## src/logic/pci_pkg.sv

```systemverilog
// Constants of the pin-change interrupt block
// ----------------------------------------------------------------------------
// Contract
// - Separate change enable for every pin except port A pin 4 and port B pins 3:2
// - Power-on reset clears all pin enables
// - Port A pin 5 ignored as master-clear
// - Compare pin with latch from last port read or write
// - OR all enabled mismatches into flag
// - Flag always sets; interrupt needs global enable
// - Persisting mismatch keeps setting the flag
// - Port access refreshes latch, then clear flag
// - Master-clear reset keeps the comparison latch
// - Change during port access may be missed
// - Wake from sleep only with global enable
// - Port A enable bit 4 reads zero
// - Port B enable bits 3:2 read zero
// - Analog select disables pin change detection
// ----------------------------------------------------------------------------
package pci_pkg;
    localparam int         ADDR_W          = 6;
    localparam logic [5:0] OFF_PORTA_EN    = 6'h00;
    localparam logic [5:0] OFF_PORTB_EN    = 6'h04;
    localparam logic [5:0] OFF_CTRL        = 6'h08;
    localparam logic [5:0] OFF_PORTA       = 6'h0C;
    localparam logic [5:0] OFF_PORTB       = 6'h10;
    localparam logic [5:0] OFF_ANA_SEL_A   = 6'h14;
    localparam logic [5:0] OFF_ANA_SEL_B   = 6'h18;
    localparam logic [5:0] OFF_IRQ_STAT    = 6'h1C;
    localparam logic [5:0] OFF_IRQ_MASK    = 6'h20;
    localparam logic [7:0] PORTA_EN_MASK   = 8'hEF;
    localparam logic [7:0] PORTB_EN_MASK   = 8'hF3;
    localparam logic [7:0] EN_RESET        = 8'h00;
    localparam logic [7:0] ANA_SEL_RESET   = 8'h00;
    localparam int         CTRL_GIE_BIT    = 0;
    localparam int         CTRL_FLAG_BIT   = 1;
    localparam int         CTRL_MCPIN_BIT  = 2;
    localparam int         CTRL_SLEEP_BIT  = 3;
    localparam int         MC_PIN_IDX      = 5;
    localparam int         IRQ_FLAG_BIT    = 0;
    localparam int         IRQ_WAKE_BIT    = 1;
    localparam logic [1:0] AXI_OKAY        = 2'h0;
    localparam logic [1:0] AXI_SLVERR      = 2'h2;
endpackage : pci_pkg

```

## src/logic/pci_pin_change.sv

```systemverilog
// Pin-change interrupt block with AXI4-Lite registers
//
// The AXI4-Lite register port and the address map were left to the implementer.
`timescale 1ns/1ns
module pci_pin_change
(
    // Clock and reset
    input  wire logic        clk,
    input  wire logic        arst_n,
    input  wire logic        masterClrRst_n,
    // AXI4-Lite write
    input  wire logic [5:0]  awaddr,
    input  wire logic        awvalid,
    output logic             awready,
    input  wire logic [31:0] wdata,
    input  wire logic [3:0]  wstrb,
    input  wire logic        wvalid,
    output logic             wready,
    output logic [1:0]       bresp,
    output logic             bvalid,
    input  wire logic        bready,
    // AXI4-Lite read
    input  wire logic [5:0]  araddr,
    input  wire logic        arvalid,
    output logic             arready,
    output logic [31:0]      rdata,
    output logic [1:0]       rresp,
    output logic             rvalid,
    input  wire logic        rready,
    // Pins
    input  wire logic [7:0]  gpPortA,
    input  wire logic [7:0]  gpPortB,
    // Events
    output logic             irq,
    output logic             changeIrq,
    output logic             wakeReq
);
    // ------------------------------------------------------------------------
    // Pin synchronisers
    // ------------------------------------------------------------------------
    logic [7:0] pinA1_q, pinA_q, pinB1_q, pinB_q;
    logic       mcRst1_q, mcRst_q;
    always_ff @(posedge clk or negedge arst_n)
    begin
        if (!arst_n)
        begin
            pinA1_q <= 8'h00;
            pinA_q  <= 8'h00;
            pinB1_q <= 8'h00;
            pinB_q  <= 8'h00;
            mcRst1_q <= 1'b1;
            mcRst_q  <= 1'b1;
        end
        else
        begin
            pinA1_q <= gpPortA;
            pinA_q  <= pinA1_q;
            pinB1_q <= gpPortB;
            pinB_q  <= pinB1_q;
            mcRst1_q <= masterClrRst_n;
            mcRst_q  <= mcRst1_q;
        end
    end

    // ------------------------------------------------------------------------
    // AXI4-Lite handshakes
    // ------------------------------------------------------------------------
    logic [5:0]  awAddr_q, arAddr_q;
    logic        awHave_q, wHave_q;
    logic [31:0] wData_q;
    logic [3:0]  wStrb_q;
    logic        doWrite, doRead;
    assign doWrite = awHave_q && wHave_q && !bvalid;
    assign doRead  = arvalid && arready;

    always_ff @(posedge clk or negedge arst_n)
    begin
        if (!arst_n)
        begin
            awHave_q <= 1'b0;
            wHave_q  <= 1'b0;
            awAddr_q <= 6'h00;
            wData_q  <= 32'h0000_0000;
            wStrb_q  <= 4'h0;
            awready  <= 1'b1;
            wready   <= 1'b1;
            bvalid   <= 1'b0;
            bresp    <= pci_pkg::AXI_OKAY;
        end
        else
        begin
            if (awvalid && awready)
            begin
                awAddr_q <= awaddr;
                awHave_q <= 1'b1;
                awready  <= 1'b0;
            end
            if (wvalid && wready)
            begin
                wData_q <= wdata;
                wStrb_q <= wstrb;
                wHave_q <= 1'b1;
                wready  <= 1'b0;
            end
            if (doWrite)
            begin
                awHave_q <= 1'b0;
                wHave_q  <= 1'b0;
                bvalid   <= 1'b1;
                bresp    <= known(awAddr_q) ? pci_pkg::AXI_OKAY : pci_pkg::AXI_SLVERR;
            end
            if (bvalid && bready)
            begin
                bvalid  <= 1'b0;
                awready <= 1'b1;
                wready  <= 1'b1;
            end
        end
    end

    function automatic logic known(input logic [5:0] a);
        known = (a <= pci_pkg::OFF_IRQ_MASK) && (a[1:0] == 2'b00);
    endfunction : known

    // ------------------------------------------------------------------------
    // Registers
    // ------------------------------------------------------------------------
    logic [7:0] enA_q, enB_q, anaA_q, anaB_q;
    logic       gie_q, mcPinEn_q, sleep_q;
    logic [1:0] irqMask_q;
    logic       wrLane0;
    assign wrLane0 = doWrite && wStrb_q[0];

    always_ff @(posedge clk or negedge arst_n)
    begin
        if (!arst_n)
        begin
            enA_q     <= pci_pkg::EN_RESET;
            enB_q     <= pci_pkg::EN_RESET;
            anaA_q    <= pci_pkg::ANA_SEL_RESET;
            anaB_q    <= pci_pkg::ANA_SEL_RESET;
            gie_q     <= 1'b0;
            mcPinEn_q <= 1'b0;
            irqMask_q <= 2'b00;
        end
        else if (wrLane0)
        begin
            if (awAddr_q == pci_pkg::OFF_PORTA_EN)
                enA_q <= wData_q[7:0] & pci_pkg::PORTA_EN_MASK;
            if (awAddr_q == pci_pkg::OFF_PORTB_EN)
                enB_q <= wData_q[7:0] & pci_pkg::PORTB_EN_MASK;
            if (awAddr_q == pci_pkg::OFF_ANA_SEL_A)
                anaA_q <= wData_q[7:0];
            if (awAddr_q == pci_pkg::OFF_ANA_SEL_B)
                anaB_q <= wData_q[7:0];
            if (awAddr_q == pci_pkg::OFF_IRQ_MASK)
                irqMask_q <= wData_q[1:0];
            if (awAddr_q == pci_pkg::OFF_CTRL)
            begin
                gie_q     <= wData_q[pci_pkg::CTRL_GIE_BIT];
                mcPinEn_q <= wData_q[pci_pkg::CTRL_MCPIN_BIT];
            end
        end
    end

    // ------------------------------------------------------------------------
    // Change detection
    // ------------------------------------------------------------------------
    logic       portAcc;
    logic [7:0] latA_q, latB_q, liveA, liveB, mmA, mmB;
    logic       mismatch, flag_q;
    assign portAcc = (doRead && (araddr == pci_pkg::OFF_PORTA || araddr == pci_pkg::OFF_PORTB))
                  || (doWrite && (awAddr_q == pci_pkg::OFF_PORTA
                                  || awAddr_q == pci_pkg::OFF_PORTB));

    always_ff @(posedge clk or negedge arst_n)
    begin
        if (!arst_n)
        begin
            latA_q <= 8'h00;
            latB_q <= 8'h00;
        end
        else if (portAcc)
        begin
            latA_q <= pinA_q;
            latB_q <= pinB_q;
        end
    end

    always_comb
    begin
        liveA = enA_q & ~anaA_q;
        liveA[pci_pkg::MC_PIN_IDX] = liveA[pci_pkg::MC_PIN_IDX] & ~mcPinEn_q;
        liveB = enB_q & ~anaB_q;
    end
    assign mmA = (pinA_q ^ latA_q) & liveA;
    assign mmB = (pinB_q ^ latB_q) & liveB;
    assign mismatch = (|mmA || |mmB) && !portAcc;

    always_ff @(posedge clk or negedge arst_n)
    begin
        if (!arst_n)
            flag_q <= 1'b0;
        else if (mismatch || !mcRst_q)
            flag_q <= mismatch | flag_q;
        else if (wrLane0 && awAddr_q == pci_pkg::OFF_CTRL
                 && !wData_q[pci_pkg::CTRL_FLAG_BIT])
            flag_q <= 1'b0;
    end

    // ------------------------------------------------------------------------
    // Sleep, wake and interrupt
    // ------------------------------------------------------------------------
    logic [1:0] stat_q;
    logic       rdStat;
    assign rdStat = doRead && araddr == pci_pkg::OFF_IRQ_STAT;

    always_ff @(posedge clk or negedge arst_n)
    begin
        if (!arst_n)
        begin
            sleep_q <= 1'b0;
            wakeReq <= 1'b0;
        end
        else
        begin
            wakeReq <= sleep_q && flag_q && gie_q;
            if (sleep_q && flag_q && gie_q)
                sleep_q <= 1'b0;
            else if (wrLane0 && awAddr_q == pci_pkg::OFF_CTRL)
                sleep_q <= wData_q[pci_pkg::CTRL_SLEEP_BIT];
        end
    end

    always_ff @(posedge clk or negedge arst_n)
    begin
        if (!arst_n)
        begin
            changeIrq <= 1'b0;
            stat_q    <= 2'b00;
            irq       <= 1'b0;
        end
        else
        begin
            changeIrq <= flag_q && gie_q;
            stat_q[pci_pkg::IRQ_FLAG_BIT] <= (mismatch && gie_q)
                || (stat_q[pci_pkg::IRQ_FLAG_BIT] && !rdStat);
            stat_q[pci_pkg::IRQ_WAKE_BIT] <= (sleep_q && flag_q && gie_q)
                || (stat_q[pci_pkg::IRQ_WAKE_BIT] && !rdStat);
            irq <= |(stat_q & irqMask_q);
        end
    end

    // ------------------------------------------------------------------------
    // Read channel
    // ------------------------------------------------------------------------
    logic [7:0] rdByte;
    always_comb
    begin
        case (araddr)
            pci_pkg::OFF_PORTA_EN: rdByte = enA_q;
            pci_pkg::OFF_PORTB_EN: rdByte = enB_q;
            pci_pkg::OFF_CTRL:     rdByte = {4'h0, sleep_q, mcPinEn_q, flag_q, gie_q};
            pci_pkg::OFF_PORTA:    rdByte = pinA_q;
            pci_pkg::OFF_PORTB:    rdByte = pinB_q;
            pci_pkg::OFF_ANA_SEL_A: rdByte = anaA_q;
            pci_pkg::OFF_ANA_SEL_B: rdByte = anaB_q;
            pci_pkg::OFF_IRQ_STAT: rdByte = {6'h00, stat_q};
            pci_pkg::OFF_IRQ_MASK: rdByte = {6'h00, irqMask_q};
            default:               rdByte = 8'h00;
        endcase
    end

    always_ff @(posedge clk or negedge arst_n)
    begin
        if (!arst_n)
        begin
            arready <= 1'b1;
            rvalid  <= 1'b0;
            rdata   <= 32'h0000_0000;
            rresp   <= pci_pkg::AXI_OKAY;
        end
        else if (doRead)
        begin
            arready <= 1'b0;
            rvalid  <= 1'b1;
            rdata   <= {24'h00_0000, rdByte};
            rresp   <= known(araddr) ? pci_pkg::AXI_OKAY : pci_pkg::AXI_SLVERR;
        end
        else if (rvalid && rready)
        begin
            rvalid  <= 1'b0;
            arready <= 1'b1;
        end
    end
endmodule : pci_pin_change

```

## config.mk

```make
export PLATFORM = sky130hd
export DESIGN_NAME = pci_pin_change
export DESIGN_NICKNAME = d
export VERILOG_FILES = /design/src/logic/pci_pkg.sv /design/src/logic/pci_pin_change.sv
export SDC_FILE = /design/constraint.sdc
export NUM_CORES = 1
export LEC_CHECK = 0
export BUFFER_PORTS_ARGS = -buffer_cell sky130_fd_sc_hd__clkbuf_2
export CAP_MARGIN = 30
export CORE_UTILIZATION = 55
export CTS_CLUSTER_DIAMETER = 50
export DETAILED_ROUTE_END_ITERATION = 10
export PLACE_DENSITY = 0.77
export REMOVE_ABC_BUFFERS = 1
export SLEW_MARGIN = 20
export SYNTH_ARGS = -nofsm -noshare
export SYNTH_HDL_FRONTEND = slang
export SYNTH_SLANG_ARGS = --single-unit
```

## constraint.sdc

```tcl
create_clock -name clk -period 2.9 [get_ports clk]
set_input_delay 0.435 -clock clk [delete_from_list [all_inputs] [get_ports clk]]
set_output_delay 0.435 -clock clk [all_outputs]
set_load 0.02 [all_outputs]
```

; ---- Word-level counts from Yosys, hierarchy flattened
; Index checks and enable logic that the tools add are counted.
[totals]
register_bits = 124
in_bits = 72
output_inout_bits = 44
word_cells = 139
[classes]
order_cmp = 2
n_eq_ne = 15
mux = 21
bitwise_logic = 12
n_reduce_logical = 55
[op_table]
columns = cell, count
row1 = 8-bit one-hot mux with 9 select lines, 1
row2 = 6-bit by 5-bit equality test with 1-bit output (second input constant), 7
row3 = 8-bit bitwise AND, 4
row4 = 6-bit by 4-bit equality test with 1-bit output (second input constant), 4
row5 = 1-bit logical AND, 22
row6 = 1-bit two-way mux, 18
row7 = 8-bit NOT, 2
row8 = 2-bit nonzero test, 8
row9 = 8-bit OR reduction, 2
row10 = 8-bit bitwise XOR, 2
row11 = 6-bit by 3-bit equality test with 1-bit output (second input constant), 2
row12 = 6-bit equality test (second input constant), 2
row13 = 6-bit less-or-equal comparator (second input constant), 2
row14 = 6-bit logical NOT, 2
row15 = 2-bit AND reduction, 6
row16 = 1-bit logical OR, 7
row17 = 1-bit logical NOT, 5
row18 = 2-bit logical NOT, 2
row19 = 2-bit two-way mux, 2
row20 = 2-bit bitwise AND, 1
row21 = 2-bit OR reduction, 1
row22 = 1-bit bitwise AND, 1
row23 = 1-bit NOT, 1
row24 = 1-bit OR, 1

; ---- Logic depth before layout (Yosys ltp)
[logic_depth]
ltp_word = 9
depth_mapped = 8

; ---- Least setup slack after synthesis
; No wires, ideal clock.
[synth_path]
path_kind = input to register
from = input araddr[4]
to = register latA_q[3]
setup_time_ns = 0.125
arrival_time_ns = 1.737
path_slack_ns = 1.039
cell_stages = 8
path_buffers = 3
cell_sequence = buf_2 > nor2b_1 > and2_1 > buf_4 > nor2_2 > o22ai_4 > buf_6 > mux2_2
[synth_via]
elab_chain_cells = 4
elab_cells_between_ends = 5
cone_classes = eq/ne: 2 / reduce/logical: 3
[synth_lines]
columns = element, line_no
row1 = from (decl), pci_pin_change.sv:23  ; input wire logic [5:0] araddr,
row2 = 6-bit by 4-bit equality test with 1-bit output / 6-bit by 5-bit equality test with 1-bit output (equally long branches), pci_pin_change.sv:172  ; assign portAcc = (doRead && (araddr == pci_pkg::OFF_PORTA || araddr == pci_pkg::OFF_PORTB))
row3 = 1-bit logical OR (*), pci_pin_change.sv:172
row4 = 1-bit logical AND (*), pci_pin_change.sv:172
row5 = 1-bit logical OR (*), pci_pin_change.sv:173  ; || (doWrite && (awAddr_q == pci_pkg::OFF_PORTA
row6 = to (signal assigned), pci_pin_change.sv:185  ; latA_q <= pinA_q;
row7 = to (decl), pci_pin_change.sv:170  ; logic [7:0] latA_q, latB_q, liveA, liveB, mmA, mmB;
; Every way passes the cells marked *; elsewhere a longest branch is shown, timed or not.
; A chain may end at the register's enable or synchronous reset.

; ---- Final worst setup path
[layout_path]
from = register awAddr_q[1]
to = register enA_q[6]
[layout_via]
elab_chain_cells = 2
[layout_lines]
columns = element, line_no
row1 = from (decl), pci_pin_change.sv:68  ; logic [5:0] awAddr_q, arAddr_q;
row2 = from (signal assigned), pci_pin_change.sv:94  ; awAddr_q <= awaddr;
row3 = 6-bit logical NOT, pci_pin_change.sv:148  ; if (awAddr_q == pci_pkg::OFF_PORTA_EN)
row4 = 2-bit AND reduction (no source line), --
row5 = to (signal assigned), pci_pin_change.sv:138  ; enA_q <= pci_pkg::EN_RESET;
row6 = to (signal assigned), pci_pin_change.sv:149  ; enA_q <= wData_q[7:0] & pci_pkg::PORTA_EN_MASK;
row7 = to (decl), pci_pin_change.sv:128  ; logic [7:0] enA_q, enB_q, anaA_q, anaB_q;
; No other way between the ends.

==> flow_metrics.py <==
metrics = {
    "worst_setup_path": {
        "crit_path_top_delay_cell": "nand3_1",
        "crit_arrival_ns": 2.45,
        "crit_chain": "or2_4, nor4_1, nand3_1, mux2_2",
        "worstSetupStartpointType": "register",
        "path_class": "reg2reg",
        "worstSetupEndpointType": "register",
        "critical_path.max_fanout": 7,
        "worst_ep_required_time_ns": 3.30,
        "max_stage_delay_ns": 0.46,
    },
    "cells_and_area": {
        "number_of_nets_in_the_finished_design": 524,
        "num_antenna_cells": 0,
        "layout.cell_area.non_filler_mm2": 0.00597,
        "area_delta_synth_final_pct": 18.4,
        "layout-drive-gt1-share_pct": 36.6,
        "final_cell_count_no_fill": 572,
    },
    "synth": {
        "synth_top_area_share_pct": 56.6,
        "synthMostInstantiatedCell": "dfrtp_1",
        "yosys_register_bits": 119,
        "synth-seq-area-share_pct": 59.2,
        "synth_area_leader_cell": "dfrtp_1",
        "synthArstFlopShare_pct": 100,
        "netlist_area_mm2": 0.00504,
        "synth-warning-count": 0,
        "ys_top_cells_by_area": "dfrtp_1 (57%), mux2_2 (13%), buf_4 (4.0%)",
        "syn-instance-count": 375,
        "post_synth.cell_area_avg_um2": 13.4,
        "combinational_family_with_the_most_area_after_synthesis": "multiplexers",
        "yosys.cell_types.count": 53,
        "synth_compound_area_share_pct": 7.70,
        "synth_commonest_cells": "dfrtp_1 (114), mux2_2 (58), buf_4 (27), nand2_1 (15), nand3b_1 (14)",
        "synth_xor_xnor_area_share_pct": 2.26,
        "simple_gate_area_share_of_the_yosys_netlist_pct": 9.61,
        "count_of_flip_flops_with_a_built_in_enable_after_synthesis": 0,
        "synth.mux.area_fraction_pct": 15.6,
        "synth-adder-area-share_pct": 0,
        "yosys_most_used_dff": "dfrtp_1",
    },
    "sta": {
        "finalSetupViolCount": 0,
        "whs_ns": -0.0233,
        "timing.slew.headroom_pct": 56.8,
        "grt_setup_unrepaired": "no",
        "period_minus_slack_ns": 2.05,
        "final_tns_setup_ns": 0,
        "max_slew_vio_count": 0,
        "timing_hold_violations_final": 24,
        "finalCritPeriodShare_pct": 70.8,
        "clock-skew-final_ns": 0.00674,
        "peak_clock_frequency_supported_by_timing_mhz": 487,
        "tightestPinTransition_ns": 0.647,
    },
    "die": {
        "die_w_um": 97.7,
        "start_util_pct": 57.2,
        "io_pins": 116,
        "core.rowCount": 34,
        "dieArea_mm2": 0.00955,
        "core_mm2": 0.00881,
        "die_y_um": 97.7,
    },
    "cts": {
        "cts_buffers": 17,
        "postCtsResizedCells": 0,
        "clk-insertion-delay-late_ns": 0.51,
        "cts.htree.levels": 4,
        "clkTransAtPathRegs_ns": 0.06,
        "clk_root_buffer_cell": "clkbuf_8",
        "ctsLongestPathBuffers": 2,
        "numClockSinks": 119,
        "tritoncts": "yes",
    },
    "power_and_ir_drop": {
        "switchingPower_mw": 1.51,
        "worst_voltage_drop_across_the_vdd_grid_mv": 0.449,
        "power.internal_mw": 3.83,
        "pwr-share-clk_pct": 37.1,
        "netSwitchingFraction_pct": 28.3,
        "static-leakage-power_nw": 2.94,
        "power.sequential.fraction_pct": 45.8,
        "pwr_density_cell_mw_per_mm2": 896,
        "power_frac_comb_pct": 17.1,
    },
    "global_routing": {
        "antenna_found_initial": 0,
        "vias_in_the_first_global_route": 3265,
        "grt_pass1_wl_um": 16500,
        "grt.overflow.total": 0,
        "grt_max_degree": 120,
        "grt_use_total_pct": 23.1,
    },
    "routing": {
        "detail_route.first_pass.iterations": 7,
        "drt_iter0_drc": 206,
        "drt_wl_total_um": 10200,
        "detail-route-antenna-nets": 0,
        "detail_route.wl_per_cell_um": 17.8,
        "route.detailed.vias_per_inst": 5.55,
        "drc": 14,
        "vias": 3177,
    },
    "outcome": {
        "failed_checks": "DRC, hold timing",
        "status": "finished with violations",
    },
    "place": {
        "place_inst": 540,
        "placement.io_buffers": 62,
        "post_dp_cell_area_mm2": 0.00539,
        "final_wtd_congestion": 0.863,
        "detailed_place_hpwl_um": 6560,
    },
    "min_path": {
        "min_path_type": "in2async",
    },
    "job": {
        "maxCapViolations": 0,
    },
}
repair_timing:
item | 4_1_cts | 5_1_grt
hold endpoints to repair | 1 | 0
hold buffers | 1 | 0
setup buffers | 0 | 0
power groups by stage:
stage                     logic, mW  registers (mW)  clock network [mW]
final                         0.914            2.45                1.99
after global routing           1.00            2.50                2.09
after CTS                     0.924            2.44                2.01
after detailed placement      0.908            2.45                   0
after global placement        0.874            2.42                   0
after floorplan               0.625            2.40                   0
state kept, by name (all words and copies together) (netlist names), 7 cells and up:
signal   count
pinB_q       8
pinB1_q      8
anaB_q       8
wData_q      8
anaA_q       8
latA_q       7
rdata        8
enA_q        7
pinA1_q      8
pinA_q       8
cell families after synthesis:
kind of cell	Yosys count
XOR/XNOR	13
buffers and inverters	45
AND/OR/NAND/NOR	73
flip-flops	119
other	1
multiplexers	70
AO/OA/AOI/OAI	54
cells in the final DEF, fill, tap and decap left out, drive strengths merged, types with 4 or more instances in the layout:
| cell | n |
|---|---|
| nand3 | 4 |
| o21ai | 10 |
| a21oi | 6 |
| mux2 | 61 |
| inv | 9 |
| buf | 7 |
| dfstp | 5 |
| xor2 | 13 |
| conb | 26 |
| a22oi | 12 |
| nand2 | 15 |
| dfrtp | 114 |
| a31oi | 5 |
| nand3b | 14 |
| mux2i | 9 |
| and2 | 5 |
| clkbuf | 84 |
| nor2 | 10 |
| a21o | 9 |
| nand4 | 4 |
worst max-delay path, delay by kind of cell (launching register included):
kind / cells / cell delay [ns]
mux: 1 / 0.42
flops: 1 / 0.40
simple gates: 3 / 1.11
routing by layer:
| layer | part of all wire, % | track usage [%] | routed length (um) | vias up |
|---|---|---|---|---|
| met3 | 4.0 | 5.47 | 410 | 15 |
| met5 | 0 | 0 | 0 | - |
| met4 | 1.4 | 9.67 | 144 | 0 |
| met2 | 49 | 36.8 | 4990 | 104 |
| met1 | 46 | 30.6 | 4640 | 1614 |
| li1 | - | - | - | 1444 |
layout make-up:
cell class | instances | area [um^2]
Timing Repair Buffer | 69 | 380
Fill cell | 608 | 2840
Clock inverter | 8 | 97.6
Clock buffer | 23 | 467
Tap cell | 108 | 135
Multi-Input combinational cell | 236 | 1870
Sequential cell | 119 | 2980
Inverter | 9 | 33.8
through the flow:
stage	worst slack (ns)	total power, mW	util, %
final	0.848	5.35	67.7
after global routing	0.736	5.59	67.7
after CTS	0.859	5.37	67.7
after detailed placement	0.657	3.36	61.2
after global placement	0.698	3.30	61.2
after floorplan	1.03	3.02	-
worst paths after layout:
kind	from	slack, ns	endpoint	cells after the start
setup / recovery	awAddr_q[1]$_DFFE_PN0P_	0.85	enA_q[6]$_DFFE_PN0P_	4
hold / removal	arst_n	-0.02	bvalid$_DFFE_PN0P_	2
setup reg to reg	awAddr_q[1]$_DFFE_PN0P_	0.85	enA_q[6]$_DFFE_PN0P_	4
hold reg to reg	pinA1_q[5]$_DFF_PN0_	0.34	pinA_q[5]$_DFF_PN0_	0
max in group asynchronous	arst_n	2.41	rvalid$_DFFE_PN0P_	2
min in group clk	gpPortB[0]	0.03	pinB1_q[0]$_DFF_PN0_	1
No activity file was read; power rests on OpenSTA's default activity.
